==> src/prof_buf_consts.svh <==
// Constants for the profiling buffer control block: fields, codes, resets.
// Assumes inclusion by prof_buf_pkg and prof_buf_ctrl only.
`ifndef PROF_BUF_CONSTS_SVH
`define PROF_BUF_CONSTS_SVH

`define REG_SEL_CAP 2'h0
`define REG_SEL_UPPER 2'h1
`define REG_SEL_CURSOR 2'h2
`define REG_SEL_SYND 2'h3

`define CAP_FLAG_BIT 5
`define CAP_PROHIB_BIT 4
`define UPPER_LIMIT_LSB 12
`define UPPER_FILL_LSB 1
`define UPPER_ENABLE_BIT 0
`define SYND_EC_LSB 26
`define SYND_LOST_BIT 19
`define SYND_EXTAB_BIT 18
`define SYND_SERVICE_BIT 17
`define SYND_OVERLAP_SEEN_FLAG_BIT 16

`define EC_STAGE1 6'h24
`define EC_STAGE2 6'h25
`define EC_OTHER 6'h00
`define BSC_NOT_FILLED 6'h00
`define BSC_FILLED 6'h01
`define FSC_SYNC_EXT 6'h10
`define FSC_ASYNC_EXT 6'h11
`define FSC_ALIGN 6'h21
`define FSC_TLB_CONFLICT 6'h30
`define FSC_UNSUPPORTED 6'h35

`define FILL_STOP 2'h0
`define OWN_00 2'h0
`define OWN_01 2'h1
`define OWN_10 2'h2
`define OWN_11 2'h3
`define ALIGN_MAX 4'hb
`define UPPER_RESET 64'h0000_0000_0000_0000

`endif

==> src/prof_buf_pkg.sv <==
// Types for the profiling buffer control block.
// Assumes prof_buf_consts.svh is on the include path.
`default_nettype none
`include "prof_buf_consts.svh"

package prof_buf_pkg;
	typedef enum logic [1:0] {
		ST_IDLE = 2'b00,
		ST_WRITE = 2'b01,
		ST_FROZEN = 2'b11
	} state_type;

	typedef enum logic [1:0] {
		LVL_EL1_SECURE = 2'b00,
		LVL_EL1_NONSECURE = 2'b01,
		LVL_EL2 = 2'b10,
		LVL_EL3 = 2'b11
	} level_type;

	typedef enum logic [2:0] {
		FAULT_NONE = 3'h0,
		FAULT_STAGE1 = 3'h1,
		FAULT_STAGE2 = 3'h2,
		FAULT_SYNC_EXT = 3'h3,
		FAULT_ASYNC_EXT = 3'h4
	} fault_type;
endpackage : prof_buf_pkg

`default_nettype wire

==> src/prof_buf_ctrl.sv <==
// Profiling buffer control and status registers, with record writer.
// Assumes a system-register port from the core and a memory write port.
`default_nettype none
`include "prof_buf_consts.svh"

module prof_buf_ctrl
	import prof_buf_pkg::*;
#(
	parameter logic [3:0] ALIGN_CODE = 4'h3,
	parameter logic FLAG_UPDATE = 1'b1,
	parameter int GRANULE_LOG2 = 12,
	parameter logic SYNC_ABORT_REPORT = 1'b1,
	parameter int REC_W = 16,
	parameter int FIFO_DEPTH = 4
) (
	// Clock and reset
	input wire logic clock,
	input wire logic srst,
	// System register access
	input wire logic reg_rd,
	input wire logic reg_wr,
	input wire logic [1:0] reg_sel,
	input wire logic [63:0] reg_wdata,
	input wire prof_buf_pkg::level_type cur_level,
	input wire logic [1:0] top_level_ownership_field,
	input wire logic [1:0] hypervisor_ownership_field,
	output logic [63:0] reg_rdata,
	output logic reg_ack,
	output logic trap_el2,
	output logic trap_el3,
	// Record source, length in bytes per record
	input wire logic rec_valid,
	output logic rec_ready,
	input wire logic [REC_W-1:0] rec_len,
	input wire logic collision_event,
	// Memory write port
	output logic mem_wr,
	output logic [63:0] mem_addr,
	output logic [REC_W-1:0] mem_len,
	input wire logic mem_done,
	input wire prof_buf_pkg::fault_type mem_fault,
	input wire logic [5:0] mem_fsc,
	input wire logic partial_write,
	// Management interrupt
	output logic buffer_management_interrupt
);
	// Refuse settings the logic cannot serve
	if (ALIGN_CODE > `ALIGN_MAX) begin : g_bad_align
		$error("ALIGN_CODE is a reserved alignment");
	end
	if (GRANULE_LOG2 < 12 || GRANULE_LOG2 > 16) begin : g_bad_granule
		$error("GRANULE_LOG2 out of range");
	end
	if (FIFO_DEPTH != 4) begin : g_bad_depth
		$error("FIFO_DEPTH must be 4");
	end
	if (REC_W < 1 || REC_W > 32) begin : g_bad_width
		$error("REC_W out of range");
	end

	// ----------------------------------------
	// Derived masks
	// ----------------------------------------
	// alignment low-bit mask
	localparam logic [63:0] ALIGN_MASK = (64'h0000_0000_0000_0001 << ALIGN_CODE) - 64'h1;
	localparam logic [63:0] LIMIT_MASK =
		~((64'h0000_0000_0000_0001 << GRANULE_LOG2) - 64'h1);
	localparam logic [63:0] UPPER_MASK = LIMIT_MASK | 64'h0000_0000_0000_0007;

	typedef struct packed {
		state_type state;
		logic [63:0] upper;
		logic [63:0] cursor;
		logic [5:0] ec;
		logic lost;
		logic ext_abort;
		logic service;
		logic overlap_seen_flag;
		logic [5:0] event_specific_syndrome;
		logic [63:0] rdata;
		logic ack;
		logic t2;
		logic t3;
		logic wr;
		logic [63:0] addr;
		logic [REC_W-1:0] len;
	} ctrl_state_type;

	ctrl_state_type st_r, st_nxt;
	logic f_valid, f_ready;
	logic [REC_W-1:0] f_len;
	logic [63:0] pad_len, end_addr, cur_len;
	logic enabled, prohib, own, acc_el2, acc_el3;
	logic [63:0] cap_val, synd_val;

	// ----------------------------------------
	// Record FIFO
	// ----------------------------------------
	prof_buf_fifo #(.WIDTH(REC_W), .DEPTH(FIFO_DEPTH)) u_fifo (
		.clock(clock),
		.srst(srst),
		.in_valid(rec_valid),
		.in_ready(rec_ready),
		.in_data(rec_len),
		.out_valid(f_valid),
		.out_ready(f_ready),
		.out_data(f_len)
	);

	// ----------------------------------------
	// Access control and read values
	// ----------------------------------------
	always_comb begin
		prohib = 1'b0;
		unique case (cur_level)
			LVL_EL1_SECURE: prohib = top_level_ownership_field[1];
			LVL_EL1_NONSECURE: prohib = (hypervisor_ownership_field == `OWN_00) ||
				!top_level_ownership_field[1];
			LVL_EL2: prohib = !top_level_ownership_field[1];
			LVL_EL3: prohib = 1'b0;
		endcase
		acc_el2 = (cur_level == LVL_EL1_NONSECURE) &&
			(hypervisor_ownership_field == `OWN_00 || hypervisor_ownership_field == `OWN_10);
		acc_el3 = ((cur_level == LVL_EL1_SECURE) && top_level_ownership_field != `OWN_01) ||
			((cur_level == LVL_EL1_NONSECURE || cur_level == LVL_EL2) &&
			top_level_ownership_field != `OWN_11);
		cap_val = 64'h0;
		cap_val[`CAP_FLAG_BIT] = FLAG_UPDATE;
		cap_val[`CAP_PROHIB_BIT] = prohib;
		cap_val[3:0] = ALIGN_CODE;
		synd_val = 64'h0;
		synd_val[31:26] = st_r.ec;
		synd_val[`SYND_LOST_BIT] = st_r.lost;
		synd_val[`SYND_EXTAB_BIT] = st_r.ext_abort;
		synd_val[`SYND_SERVICE_BIT] = st_r.service;
		synd_val[`SYND_OVERLAP_SEEN_FLAG_BIT] = st_r.overlap_seen_flag;
		synd_val[5:0] = st_r.event_specific_syndrome;
	end

	assign enabled = st_r.upper[`UPPER_ENABLE_BIT];
	assign pad_len = ({{(64-REC_W){1'b0}}, f_len} + ALIGN_MASK) & ~ALIGN_MASK;
	assign end_addr = st_r.cursor + pad_len;
	assign f_ready = (st_r.state == ST_IDLE) && f_valid;
	assign own = (reg_sel == `REG_SEL_CAP) || (!acc_el2 && !acc_el3);
	// padded length of the write in flight
	assign cur_len = {{(64-REC_W){1'b0}}, st_r.len};

	// ----------------------------------------
	// Control process
	// ----------------------------------------
	always_comb begin
		st_nxt = st_r;
		st_nxt.ack = reg_rd || reg_wr;
		st_nxt.t2 = (reg_rd || reg_wr) && !own && acc_el2;
		st_nxt.t3 = (reg_rd || reg_wr) && !own && !acc_el2;
		st_nxt.wr = 1'b0;
		if (collision_event) st_nxt.overlap_seen_flag = 1'b1;
		unique case (st_r.state)
			ST_IDLE: begin
				if (f_valid) begin
					if (!enabled) begin
						st_nxt.state = ST_FROZEN;
						st_nxt.lost = 1'b1;
						st_nxt.ec = `EC_OTHER;
						st_nxt.event_specific_syndrome = `BSC_NOT_FILLED;
					end else if (end_addr > {st_r.upper[63:12], 12'h000}) begin
						st_nxt.state = ST_FROZEN;
						st_nxt.lost = 1'b1;
						st_nxt.ec = `EC_OTHER;
						st_nxt.event_specific_syndrome = `BSC_FILLED;
					end else begin
						st_nxt.state = ST_WRITE;
						st_nxt.wr = 1'b1;
						st_nxt.addr = st_r.cursor;
						st_nxt.len = pad_len[REC_W-1:0];
					end
				end
			end
			ST_WRITE: begin
				if (mem_done) begin
					st_nxt.state = ST_IDLE;
					unique case (mem_fault)
						FAULT_NONE: begin
							st_nxt.cursor = st_r.cursor + cur_len;
							if (st_r.cursor + cur_len == {st_r.upper[63:12], 12'h000}) begin
								st_nxt.state = ST_FROZEN;
								st_nxt.lost = 1'b0;
								st_nxt.ec = `EC_OTHER;
								st_nxt.event_specific_syndrome = `BSC_FILLED;
							end
						end
						FAULT_STAGE1, FAULT_STAGE2: begin
							st_nxt.ec = (mem_fault == FAULT_STAGE1) ? `EC_STAGE1 : `EC_STAGE2;
							st_nxt.event_specific_syndrome = mem_fsc;
							st_nxt.lost = partial_write;
							st_nxt.state = ST_FROZEN;
						end
						FAULT_SYNC_EXT: begin
							st_nxt.ec = `EC_STAGE1;
							st_nxt.event_specific_syndrome = `FSC_SYNC_EXT;
							st_nxt.lost = partial_write;
							st_nxt.ext_abort = 1'b1;
							if (SYNC_ABORT_REPORT) st_nxt.cursor = st_r.cursor;
							st_nxt.state = ST_FROZEN;
						end
						default: begin
							st_nxt.ec = `EC_STAGE1;
							st_nxt.event_specific_syndrome = `FSC_ASYNC_EXT;
							st_nxt.lost = 1'b1;
							st_nxt.ext_abort = 1'b1;
							st_nxt.state = ST_FROZEN;
						end
					endcase
				end
			end
			ST_FROZEN: begin
				if (!st_r.service) st_nxt.state = ST_IDLE;
			end
			default: st_nxt.state = ST_IDLE;
		endcase
		st_nxt.service = (st_nxt.state == ST_FROZEN) && (st_r.state != ST_FROZEN) ?
			1'b1 : st_r.service;
		// Register reads
		if (reg_rd && own) begin
			unique case (reg_sel)
				`REG_SEL_CAP: st_nxt.rdata = cap_val;
				`REG_SEL_UPPER: st_nxt.rdata = st_r.upper;
				`REG_SEL_CURSOR: st_nxt.rdata = st_r.cursor;
				`REG_SEL_SYND: st_nxt.rdata = synd_val;
			endcase
		end else begin
			st_nxt.rdata = 64'h0;
		end
		// Register writes; hardware events in flight take priority
		if (reg_wr && own) begin
			unique case (reg_sel)
				`REG_SEL_CAP: st_nxt.upper = st_nxt.upper;
				`REG_SEL_UPPER: st_nxt.upper = reg_wdata & UPPER_MASK;
				`REG_SEL_CURSOR: if (st_r.state != ST_WRITE)
					st_nxt.cursor = SYNC_ABORT_REPORT ? reg_wdata : reg_wdata & ~ALIGN_MASK;
				`REG_SEL_SYND: if (!(st_nxt.state == ST_FROZEN && st_r.state != ST_FROZEN)) begin
					st_nxt.ec = reg_wdata[31:26];
					st_nxt.lost = reg_wdata[`SYND_LOST_BIT];
					st_nxt.ext_abort = reg_wdata[`SYND_EXTAB_BIT];
					st_nxt.service = reg_wdata[`SYND_SERVICE_BIT];
					st_nxt.overlap_seen_flag = reg_wdata[`SYND_OVERLAP_SEEN_FLAG_BIT] | collision_event;
					st_nxt.event_specific_syndrome = reg_wdata[5:0];
				end
			endcase
		end
	end

	always_ff @(posedge clock) begin
		if (srst) begin
			st_r <= '0;
			st_r.upper <= `UPPER_RESET;
		end else begin
			st_r <= st_nxt;
		end
	end

	// ----------------------------------------
	// Outputs
	// ----------------------------------------
	assign reg_rdata = st_r.rdata;
	assign reg_ack = st_r.ack;
	assign trap_el2 = st_r.t2;
	assign trap_el3 = st_r.t3;
	assign mem_wr = st_r.wr;
	assign mem_addr = st_r.addr;
	assign mem_len = st_r.len;
	assign buffer_management_interrupt = st_r.service;

	// ----------------------------------------
	// Checks
	// ----------------------------------------
	AST_FROZEN_CURSOR: assert property (@(posedge clock) disable iff (srst)
		st_r.state == ST_FROZEN && !(reg_wr && reg_sel == `REG_SEL_CURSOR)
		|=> st_r.cursor == $past(st_r.cursor)) else $error("cursor moved while frozen");
	AST_SERVICE_IRQ: assert property (@(posedge clock) disable iff (srst)
		(st_r.state != ST_FROZEN) ##1 (st_r.state == ST_FROZEN) |-> buffer_management_interrupt)
		else $error("interrupt not raised on event");
	AST_NO_WRITE_DISABLED: assert property (@(posedge clock) disable iff (srst)
		st_r.state == ST_IDLE && f_valid && !enabled |=> !mem_wr)
		else $error("write while disabled");
	AST_DISABLED_EVENT: assert property (@(posedge clock) disable iff (srst)
		st_r.state == ST_IDLE && f_valid && !enabled |=> st_r.lost && st_r.event_specific_syndrome == 6'h00)
		else $error("disabled event syndrome wrong");
	AST_ASYNC_LOST: assert property (@(posedge clock) disable iff (srst)
		st_r.state == ST_WRITE && mem_done && mem_fault == FAULT_ASYNC_EXT
		|=> st_r.lost && st_r.ext_abort) else $error("async abort not flagged");
	AST_STAGE2_EC: assert property (@(posedge clock) disable iff (srst)
		st_r.state == ST_WRITE && mem_done && mem_fault == FAULT_STAGE2
		|=> st_r.ec == 6'h25) else $error("stage 2 class wrong");
	AST_OVERLAP_SEEN_FLAG_STICKY: assert property (@(posedge clock) disable iff (srst)
		collision_event |=> st_r.overlap_seen_flag) else $error("collision lost");
	AST_ADVANCE: assert property (@(posedge clock) disable iff (srst)
		st_r.state == ST_WRITE && mem_done && mem_fault == FAULT_NONE
		|=> st_r.cursor == $past(st_r.cursor) + 64'($past(mem_len))) else $error("bad advance");
	AST_TRAP_EL2: assert property (@(posedge clock) disable iff (srst)
		reg_rd && cur_level == LVL_EL1_NONSECURE && hypervisor_ownership_field == 2'b00 &&
		reg_sel != `REG_SEL_CAP
		|=> trap_el2 && reg_rdata == 64'h0) else $error("missing trap to EL2");
	AST_LIMIT_ALIGN: assert property (@(posedge clock) disable iff (srst)
		st_r.upper[11:3] == 9'h000) else $error("limit reserved bits set");
	AST_PAD_LEN: assert property (@(posedge clock) disable iff (srst)
		mem_wr |-> (64'(mem_len) & ALIGN_MASK) == 64'h0)
		else $error("record length not padded");
	AST_FILL_DROP: assert property (@(posedge clock) disable iff (srst)
		st_r.state == ST_IDLE && f_valid && enabled && end_addr > {st_r.upper[63:12], 12'h000}
		|=> st_r.state == ST_FROZEN && st_r.event_specific_syndrome == 6'h01 && !mem_wr)
		else $error("fill did not stop collection");
	AST_CAP_NO_TRAP: assert property (@(posedge clock) disable iff (srst)
		reg_rd && reg_sel == `REG_SEL_CAP |=> !trap_el2 && !trap_el3)
		else $error("capability read trapped");
	AST_TRAP_EL3: assert property (@(posedge clock) disable iff (srst)
		reg_rd && cur_level == LVL_EL1_SECURE && top_level_ownership_field != 2'b01 &&
		reg_sel != `REG_SEL_CAP |=> trap_el3 && reg_rdata == 64'h0)
		else $error("missing trap to EL3");
	AST_SYNC_EA: assert property (@(posedge clock) disable iff (srst)
		st_r.state == ST_WRITE && mem_done && mem_fault == FAULT_SYNC_EXT
		|=> st_r.ext_abort && st_r.event_specific_syndrome == 6'h10) else $error("sync abort not flagged");
	AST_FROZEN_NO_WRITE: assert property (@(posedge clock) disable iff (srst)
		st_r.state == ST_FROZEN |=> !mem_wr) else $error("write started while frozen");
endmodule : prof_buf_ctrl

`default_nettype wire

==> src/prof_buf_fifo.sv <==
// Small record FIFO between the record source and the memory writer.
// Assumes a single clock and a synchronous active-high reset.
`default_nettype none

module prof_buf_fifo #(
	parameter int WIDTH = 16,
	parameter int DEPTH = 4
) (
	// Clock and reset
	input wire logic clock,
	input wire logic srst,
	// Fill side
	input wire logic in_valid,
	output logic in_ready,
	input wire logic [WIDTH-1:0] in_data,
	// Drain side
	output logic out_valid,
	input wire logic out_ready,
	output logic [WIDTH-1:0] out_data
);
	localparam int AW = $clog2(DEPTH);

	// Refuse depths the pointer scheme cannot serve
	if (DEPTH < 2 || (1 << AW) != DEPTH) begin : g_bad_depth
		$error("DEPTH must be a power of two >= 2");
	end

	typedef struct packed {
		logic [AW:0] wr_ptr;
		logic [AW:0] rd_ptr;
		logic space;
	} fifo_state_type;

	fifo_state_type st_r, st_nxt;
	logic [WIDTH-1:0] mem_r [DEPTH];
	logic full, empty;

	// Occupancy flags from pointers
	assign empty = st_r.wr_ptr == st_r.rd_ptr;
	assign full = !st_r.space;
	assign in_ready = st_r.space; // Straight from a flip-flop
	assign out_valid = !empty;
	assign out_data = mem_r[st_r.rd_ptr[AW-1:0]];

	// Pointer update
	always_comb begin
		st_nxt = st_r;
		if (in_valid && !full) st_nxt.wr_ptr = st_r.wr_ptr + 1'b1;
		if (out_ready && !empty) st_nxt.rd_ptr = st_r.rd_ptr + 1'b1;
		// Free-space flag kept registered so in_ready needs no logic
		st_nxt.space = !((st_nxt.wr_ptr[AW] != st_nxt.rd_ptr[AW]) &&
			(st_nxt.wr_ptr[AW-1:0] == st_nxt.rd_ptr[AW-1:0]));
	end

	// Storage and pointer registers
	always_ff @(posedge clock) begin
		if (srst) begin
			st_r <= '{wr_ptr: '0, rd_ptr: '0, space: 1'b1};
		end else begin
			st_r <= st_nxt;
		end
		if (in_valid && !full) mem_r[st_r.wr_ptr[AW-1:0]] <= in_data;
	end
endmodule : prof_buf_fifo

`default_nettype wire

==> config.mk <==
export PLATFORM = sky130hd
export DESIGN_NAME = prof_buf_ctrl
export DESIGN_NICKNAME = d
export VERILOG_FILES = /design/src/prof_buf_pkg.sv /design/src/prof_buf_ctrl.sv /design/src/prof_buf_fifo.sv
export VERILOG_INCLUDE_DIRS = /design/src
export SDC_FILE = /design/constraint.sdc
export NUM_CORES = 1
export LEC_CHECK = 0
export BUFFER_PORTS_ARGS = -buffer_cell sky130_fd_sc_hd__buf_2
export CELL_PAD_IN_SITES_DETAIL_PLACEMENT = 2
export CELL_PAD_IN_SITES_GLOBAL_PLACEMENT = 2
export CORE_AREA = 2 2 245 247
export DETAILED_ROUTE_END_ITERATION = 6
export DIE_AREA = 0 0 247 249
export MAX_ROUTING_LAYER = met4
export PLACE_DENSITY_LB_ADDON = 0.2
export SYNTH_ARGS = -nofsm -noshare
export SYNTH_HDL_FRONTEND = slang
export SYNTH_SLANG_ARGS = --single-unit
==> constraint.sdc <==
create_clock -name clock -period 10.8 [get_ports clock]
set_input_delay 1.62 -clock clock [delete_from_list [all_inputs] [get_ports clock]]
set_output_delay 1.62 -clock clock [all_outputs]
set_load 0.02 [all_outputs]
# Word level (Yosys, flattened, before mapping)
# Memory sizes are Yosys's and may differ from the RTL's. A register that Yosys moved wholly into a read port is not among the register bits.
# Cells that the tools add are included.
[totals]
ff_bits = 289
latch_bits = 0
inputBits = 105
memories = 1
output_inout_bits = 150
ramBits = 64
word_cells = 132
romBits = 0
[classes]
n_reduce_logical = 37
n_lt_le_gt_ge = 1
eq_ne = 21
div_mod_pow = 0
addsub = 5
mux = 42
bitwise = 6
n_mul = 0
n_shift = 0
[memory_table]
columns = ["name", "depth", "word_bits", "rd", "rd_clocked_by_memory_dff", "wr", "line_no", "rtl"]
rows = [
  ["u_fifo.mem_r", 4, 16, 1, 1, 1, "prof_buf_fifo.sv:35", "logic [WIDTH-1:0] mem_r [DEPTH];"],
]
[op_table]
columns = ["operator", "n"]
rows = [
  ["64-bit 2-to-1 mux", 4],
  ["64-bit case mux with 4 select lines", 1],
  ["81-bit 2-to-1 mux", 1],
  ["80-bit 2-to-1 mux", 1],
  ["72-bit 2-to-1 mux", 1],
  ["64-bit by 16-bit adder with 64-bit output", 1],
  ["64-bit by 17-bit adder with 64-bit output", 1],
  ["64-bit == test", 1],
  ["64-bit greater-than comparator", 1],
  ["16-bit 2-to-1 mux", 2],
  ["6-bit 2-to-1 mux", 5],
  ["7-bit 2-to-1 mux", 4],
  ["7-bit case mux with 3 select lines", 1],
  ["6-bit case mux with 3 select lines", 1],
  ["16-bit by 3-bit adder with 17-bit output (second input constant)", 1],
  ["2-bit 2-to-1 mux", 8],
  ["2-bit == test (second input constant)", 7],
  ["1-bit logical AND", 14],
  ["7-bit case mux with 2 select lines", 1],
  ["6-bit case mux with 2 select lines", 1],
  ["2-bit logical NOT", 4],
  ["1-bit 2-to-1 mux", 7],
  ["3-bit by 1-bit adder with 3-bit output (second input constant)", 2],
  ["2-bit by 1-bit == test with 1-bit output (second input constant)", 3],
  ["other kinds (20)", 39],
]

# Depth between registers and ports, before layout
[logic_depth]
depth_word = 13
mapped_depth = 35
ltp_nobuf = 33

# Hierarchy
# A second synthesis with hierarchy kept.
[hier_totals]
hier_cells = 2564
hier_area_um2 = 21147.8
[modules_own_cells]
columns = ["mod", "area_each_um2", "cells_each", "n_inst"]
rows = [
  ["prof_buf_ctrl", 18350.1, 2431, 1],
  ["prof_buf_fifo", 2797.7, 133, 1],
]

# Least setup slack after synthesis
# No wires, ideal clock.
[synth_timing]
kind = "flip-flop to flip-flop"
startpoint = "register u_fifo.st_r[1] in the netlist's numbering"
endpoint = "register st_r (netlist bit mem_addr[53])"
arrival_ps = 7407
period_less_slack_ps = 7534
required_ps = 10672
setup_time_ps = 128
stages_incl_launch_ff = 34
setup_slack_ps = 3266
path_cell_list = "dfxtp_1 > clkbuf_1 > buf_1 > mux4_2 > and3_1 > xor2_1 > ha_1 > a21oi_1 > o2111ai_1 > a31o_2 > a21o_1 > a21o_1 > a21o_1 > a21o_1 > a21oi_1 > o21bai_1 > clkbuf_1 > nand3_1 > nor2_1 > xor2_1 > ha_1 > nand4_1 > nor4_1 > nand4_1 > nor4_1 > o2111ai_1 > o22ai_1 > nand2_1 > or2_2 > clkbuf_1 > buf_1 > buf_1 > mux2i_1 > nor2_1"
[synth_lines]
columns = ["element", "line_no", "rtl"]
rows = [
  ["from (decl)", "prof_buf_fifo.sv:34", "fifo_state_type st_r, st_nxt;"],
  ["from (signal assigned)", "prof_buf_fifo.sv:58", "st_r <= '{wr_ptr: '0, rd_ptr: '0, space: 1'b1};"],
  ["from (signal assigned)", "prof_buf_fifo.sv:60", "st_r <= st_nxt;"],
  ["to (signal assigned)", "prof_buf_ctrl.sv:258", "st_r <= st_nxt;"],
  ["to (decl)", "prof_buf_ctrl.sv:89", "ctrl_state_type st_r, st_nxt;"],
]

==> results.toml <==
[outcome]
status = "complete, no violations"

[timing]
holdWs_ns = 0.470
fin_crit_sh_pct = 82.6
rsz0062_at_grt = "false"
hold_violations = 0
finalClockSkew_ns = 0.0203
fmax_mhz = 112
fin_ws_ns = 1.88
finalSetupViolCount = 0
slew_headroom_pct = 23.5
worst_pin_slew_ns = 1.14
slew_viol_final = 0
period_needed_ns = 8.92
setup_tns_ns = 0

[critical_path]
cp_top_family = "simple AND/OR/NAND/NOR gates"
crit_buf_inv = 2
reg2reg_setup_slack_ns = 1.88
cp.required_ns = 11.23
arrival_ns = 9.36
worst_setup_path_start_kind = "register"
cpPeakStageDelay_ns = 0.82
worst-r2r-cell-count = 32
rr_endpoint = "mem_addr[44]"
critPathSlowestCell = "dfxtp_1"
critPathMaxFanout = 33
cp_common_cell = "a21o_1"
critPathKind = "register to register"
r2r-start = "u_fifo.st_r[2]"
end_kind = "register"

[clocking]
cts_made_buffers = 43
cts_hold_buf = 0
cts_max_level = 2
clock_sinks = 353
cts_resized = 0
cts_root_buf = "clkbuf_16"
cts_tree = "done"
cts_setup_buffers = 0
path_clk_slew_ns = 0.06
clk_latency_ns = 0.60
cts.path.max_buffers = 3

[synth]
synth_area_leaders = "dfxtp_1 28%, edfxtp_1 9.4%, nor2_1 5.7%"
avgSynthCellArea_um2 = 8.53
syn_inst = 2402
yosysWarnings = 0
synth.top_cell.area_share_pct = 28.2
syn_area_um2 = 20500
synth-edff-count = 64
ys_ff_latch = 353
synth_flop_cell = "dfxtp_1"
ys_seq_area_share_pct = 37.6
ys_async_sr_fraction_pct = 0
yosysTopAreaCell = "dfxtp_1"
synth_cell_types = 76

[route]
num_vias = 17950
postRouteAntennaNets = 0
drt_pass1_iterations = 5
vias_per_cell = 5.53
drt_iter0_markers = 844
drc = 0
totalWireLength_um = 83600
wl_per_cell_um = 25.8

[power]
power.leakage_nw = 9.14
peakVddDrop_mv = 0.143
comb_power_share_pct = 23.8
seq_power_share_pct = 38.8
p_sw_share_pct = 33.9
clkPwrFrac_pct = 37.4
p_int_mw = 2.60
powerDensity_nw_per_um2 = 173
netSwitchingPower_mw = 1.34

[min_path]
min_from = "mem_addr[11]"
hold_class = "register to register"
min_delay_path_depth = 2
hold_end = "mem_addr[11]"

[placement]
portBuffers = 251
routabilityCongestion = 0.947
post-place-ws_ns = 1.98
dp_hpwl_um = 64200

[cells_and_area]
final_util_pct = 38.7
synthToLayoutAreaGrowth_pct = 10.9
layout-drive-gt1-share_pct = 17.0
fin_nets = 2632
antennaDiodeCount = 0

[floorplan]
die_y_um = 249
start_util_pct = 34.9
core-area_um2 = 58700
io_pins = 255
die_x_um = 247
die_area_um2 = 61500
rows = 89

[job]
maxCapViolCount = 0

[global_routing]
grt_max_degree = 81
grt_pass1_wl_um = 126000
gr-total-overflow = 0
antenna_found_initial = 1
grt_pass1_vias = 19536
track_usage_pct = 27.7
cell families (layout without fill, tap and decap cells):
family / after synthesis / count (layout) / synth area share (%)
and+or+nand+nor: 860 / 860 / 19.1
AOI/OAI and AO/OA: 434 / 434 / 13.9
buffers and inverters: 374 / 442 / 9.84
DFF: 353 / 353 / 37.6
xor gates and xnor gates: 190 / 190 / 8.12
muxes: 100 / 100 / 5.81
adders and majority gates: 90 / 90 / 5.56
other: 1 / 3 / 0.0183
worst max-delay path by stage:
stage	from	end	cells past startpoint	slack (ns)
after floorplan	u_fifo.st_r[1]	mem_addr[53]	33	3.27
after global placement	u_fifo.st_r[2]	mem_addr[48]	32	2.37
after detailed placement	u_fifo.st_r[2]	mem_addr[43]	32	1.98
after CTS	u_fifo.st_r[2]	mem_addr[44]	32	1.85
after global routing	u_fifo.st_r[2]	mem_addr[47]	32	1.27
final	u_fifo.st_r[2]	mem_addr[44]	32	1.88
synthesized netlist by cell type, types with 15 or more instances:
| cell type | n |
|---|---|
| a211oi_1 | 41 |
| a21o_1 | 19 |
| a21oi_1 | 146 |
| a22oi_1 | 55 |
| a311oi_1 | 15 |
| and3_1 | 29 |
| buf_1 | 19 |
| buf_2 | 19 |
| buf_4 | 148 |
| clkbuf_1 | 105 |
| dfxtp_1 | 289 |
| edfxtp_1 | 64 |
| ha_1 | 87 |
| inv_1 | 78 |
| mux2i_1 | 74 |
| nand2_1 | 266 |
| nand3_1 | 48 |
| nand4_1 | 49 |
| nor2_1 | 309 |
| nor3_1 | 62 |
| nor4_1 | 15 |
| o21ai_0 | 62 |
| or3_1 | 17 |
| xnor2_1 | 102 |
| xor2_1 | 88 |
final cells by class:
class	instances	area (um2)
fill	6488	36000
multi-input combinational	1677	10800
sequential	353	7710
timing repair buffer	284	1510
clock buffer	52	1150
tap	773	967
inverter	79	297
clock inverter	27	274
worst min-delay path: stages (launching register included):
cell and delay [ns]:
dfxtp_1 0.31, nand2_1 0.06, a21oi_1 0.06
layout by cell type, fill, tap and decap left out, types with 62 or more instances in the layout:
cell and count:
a21oi_1 145, xnor2_1 102, nand2_1 266, mux2i_1 74, edfxtp_1 64, nor2_1 309, o21ai_0 62, dfxtp_1 289
xor2_1 88, buf_2 250, ha_1 87, inv_1 78
routing by layer:
layer	GRT usage, %	wire length [um]	up-vias
met5	-	0	-
met2	49.2	43200	347
li1	-	-	8321
met1	32.7	35300	9153
met3	2.93	2560	129
met4	8.21	2590	0
registers in the layout (all words and copies together) (netlist names):
signal	count
mem_len	13
enabled	1
reg_rdata	64
u_fifo.mem_r	64
mem_wr	1
trap_el3	1
trap_el2	1
st_r	135
u_fifo.in_ready	1
buffer_management_interrupt	1
mem_addr	64
u_fifo.st_r	6
reg_ack	1
through the flow:
step	power, mW	instance area, um2	instances
after detailed placement	2.49	21300	3166
after global routing	4.12	22700	3245
final	3.94	22700	3245
after CTS	3.98	22700	3245
after floorplan	2.14	20500	2404
after global placement	2.45	21300	3166
power groups by stage:
stage | sequential [mW] | combinational, mW | clock, mW
floorplan | 1.47 | 0.669 | 0
global placement | 1.55 | 0.896 | 0
detailed placement | 1.56 | 0.930 | 0
CTS | 1.53 | 0.942 | 1.51
global route | 1.54 | 1.02 | 1.56
finish | 1.53 | 0.938 | 1.47
No activity file was read; power rests on OpenSTA's default activity.
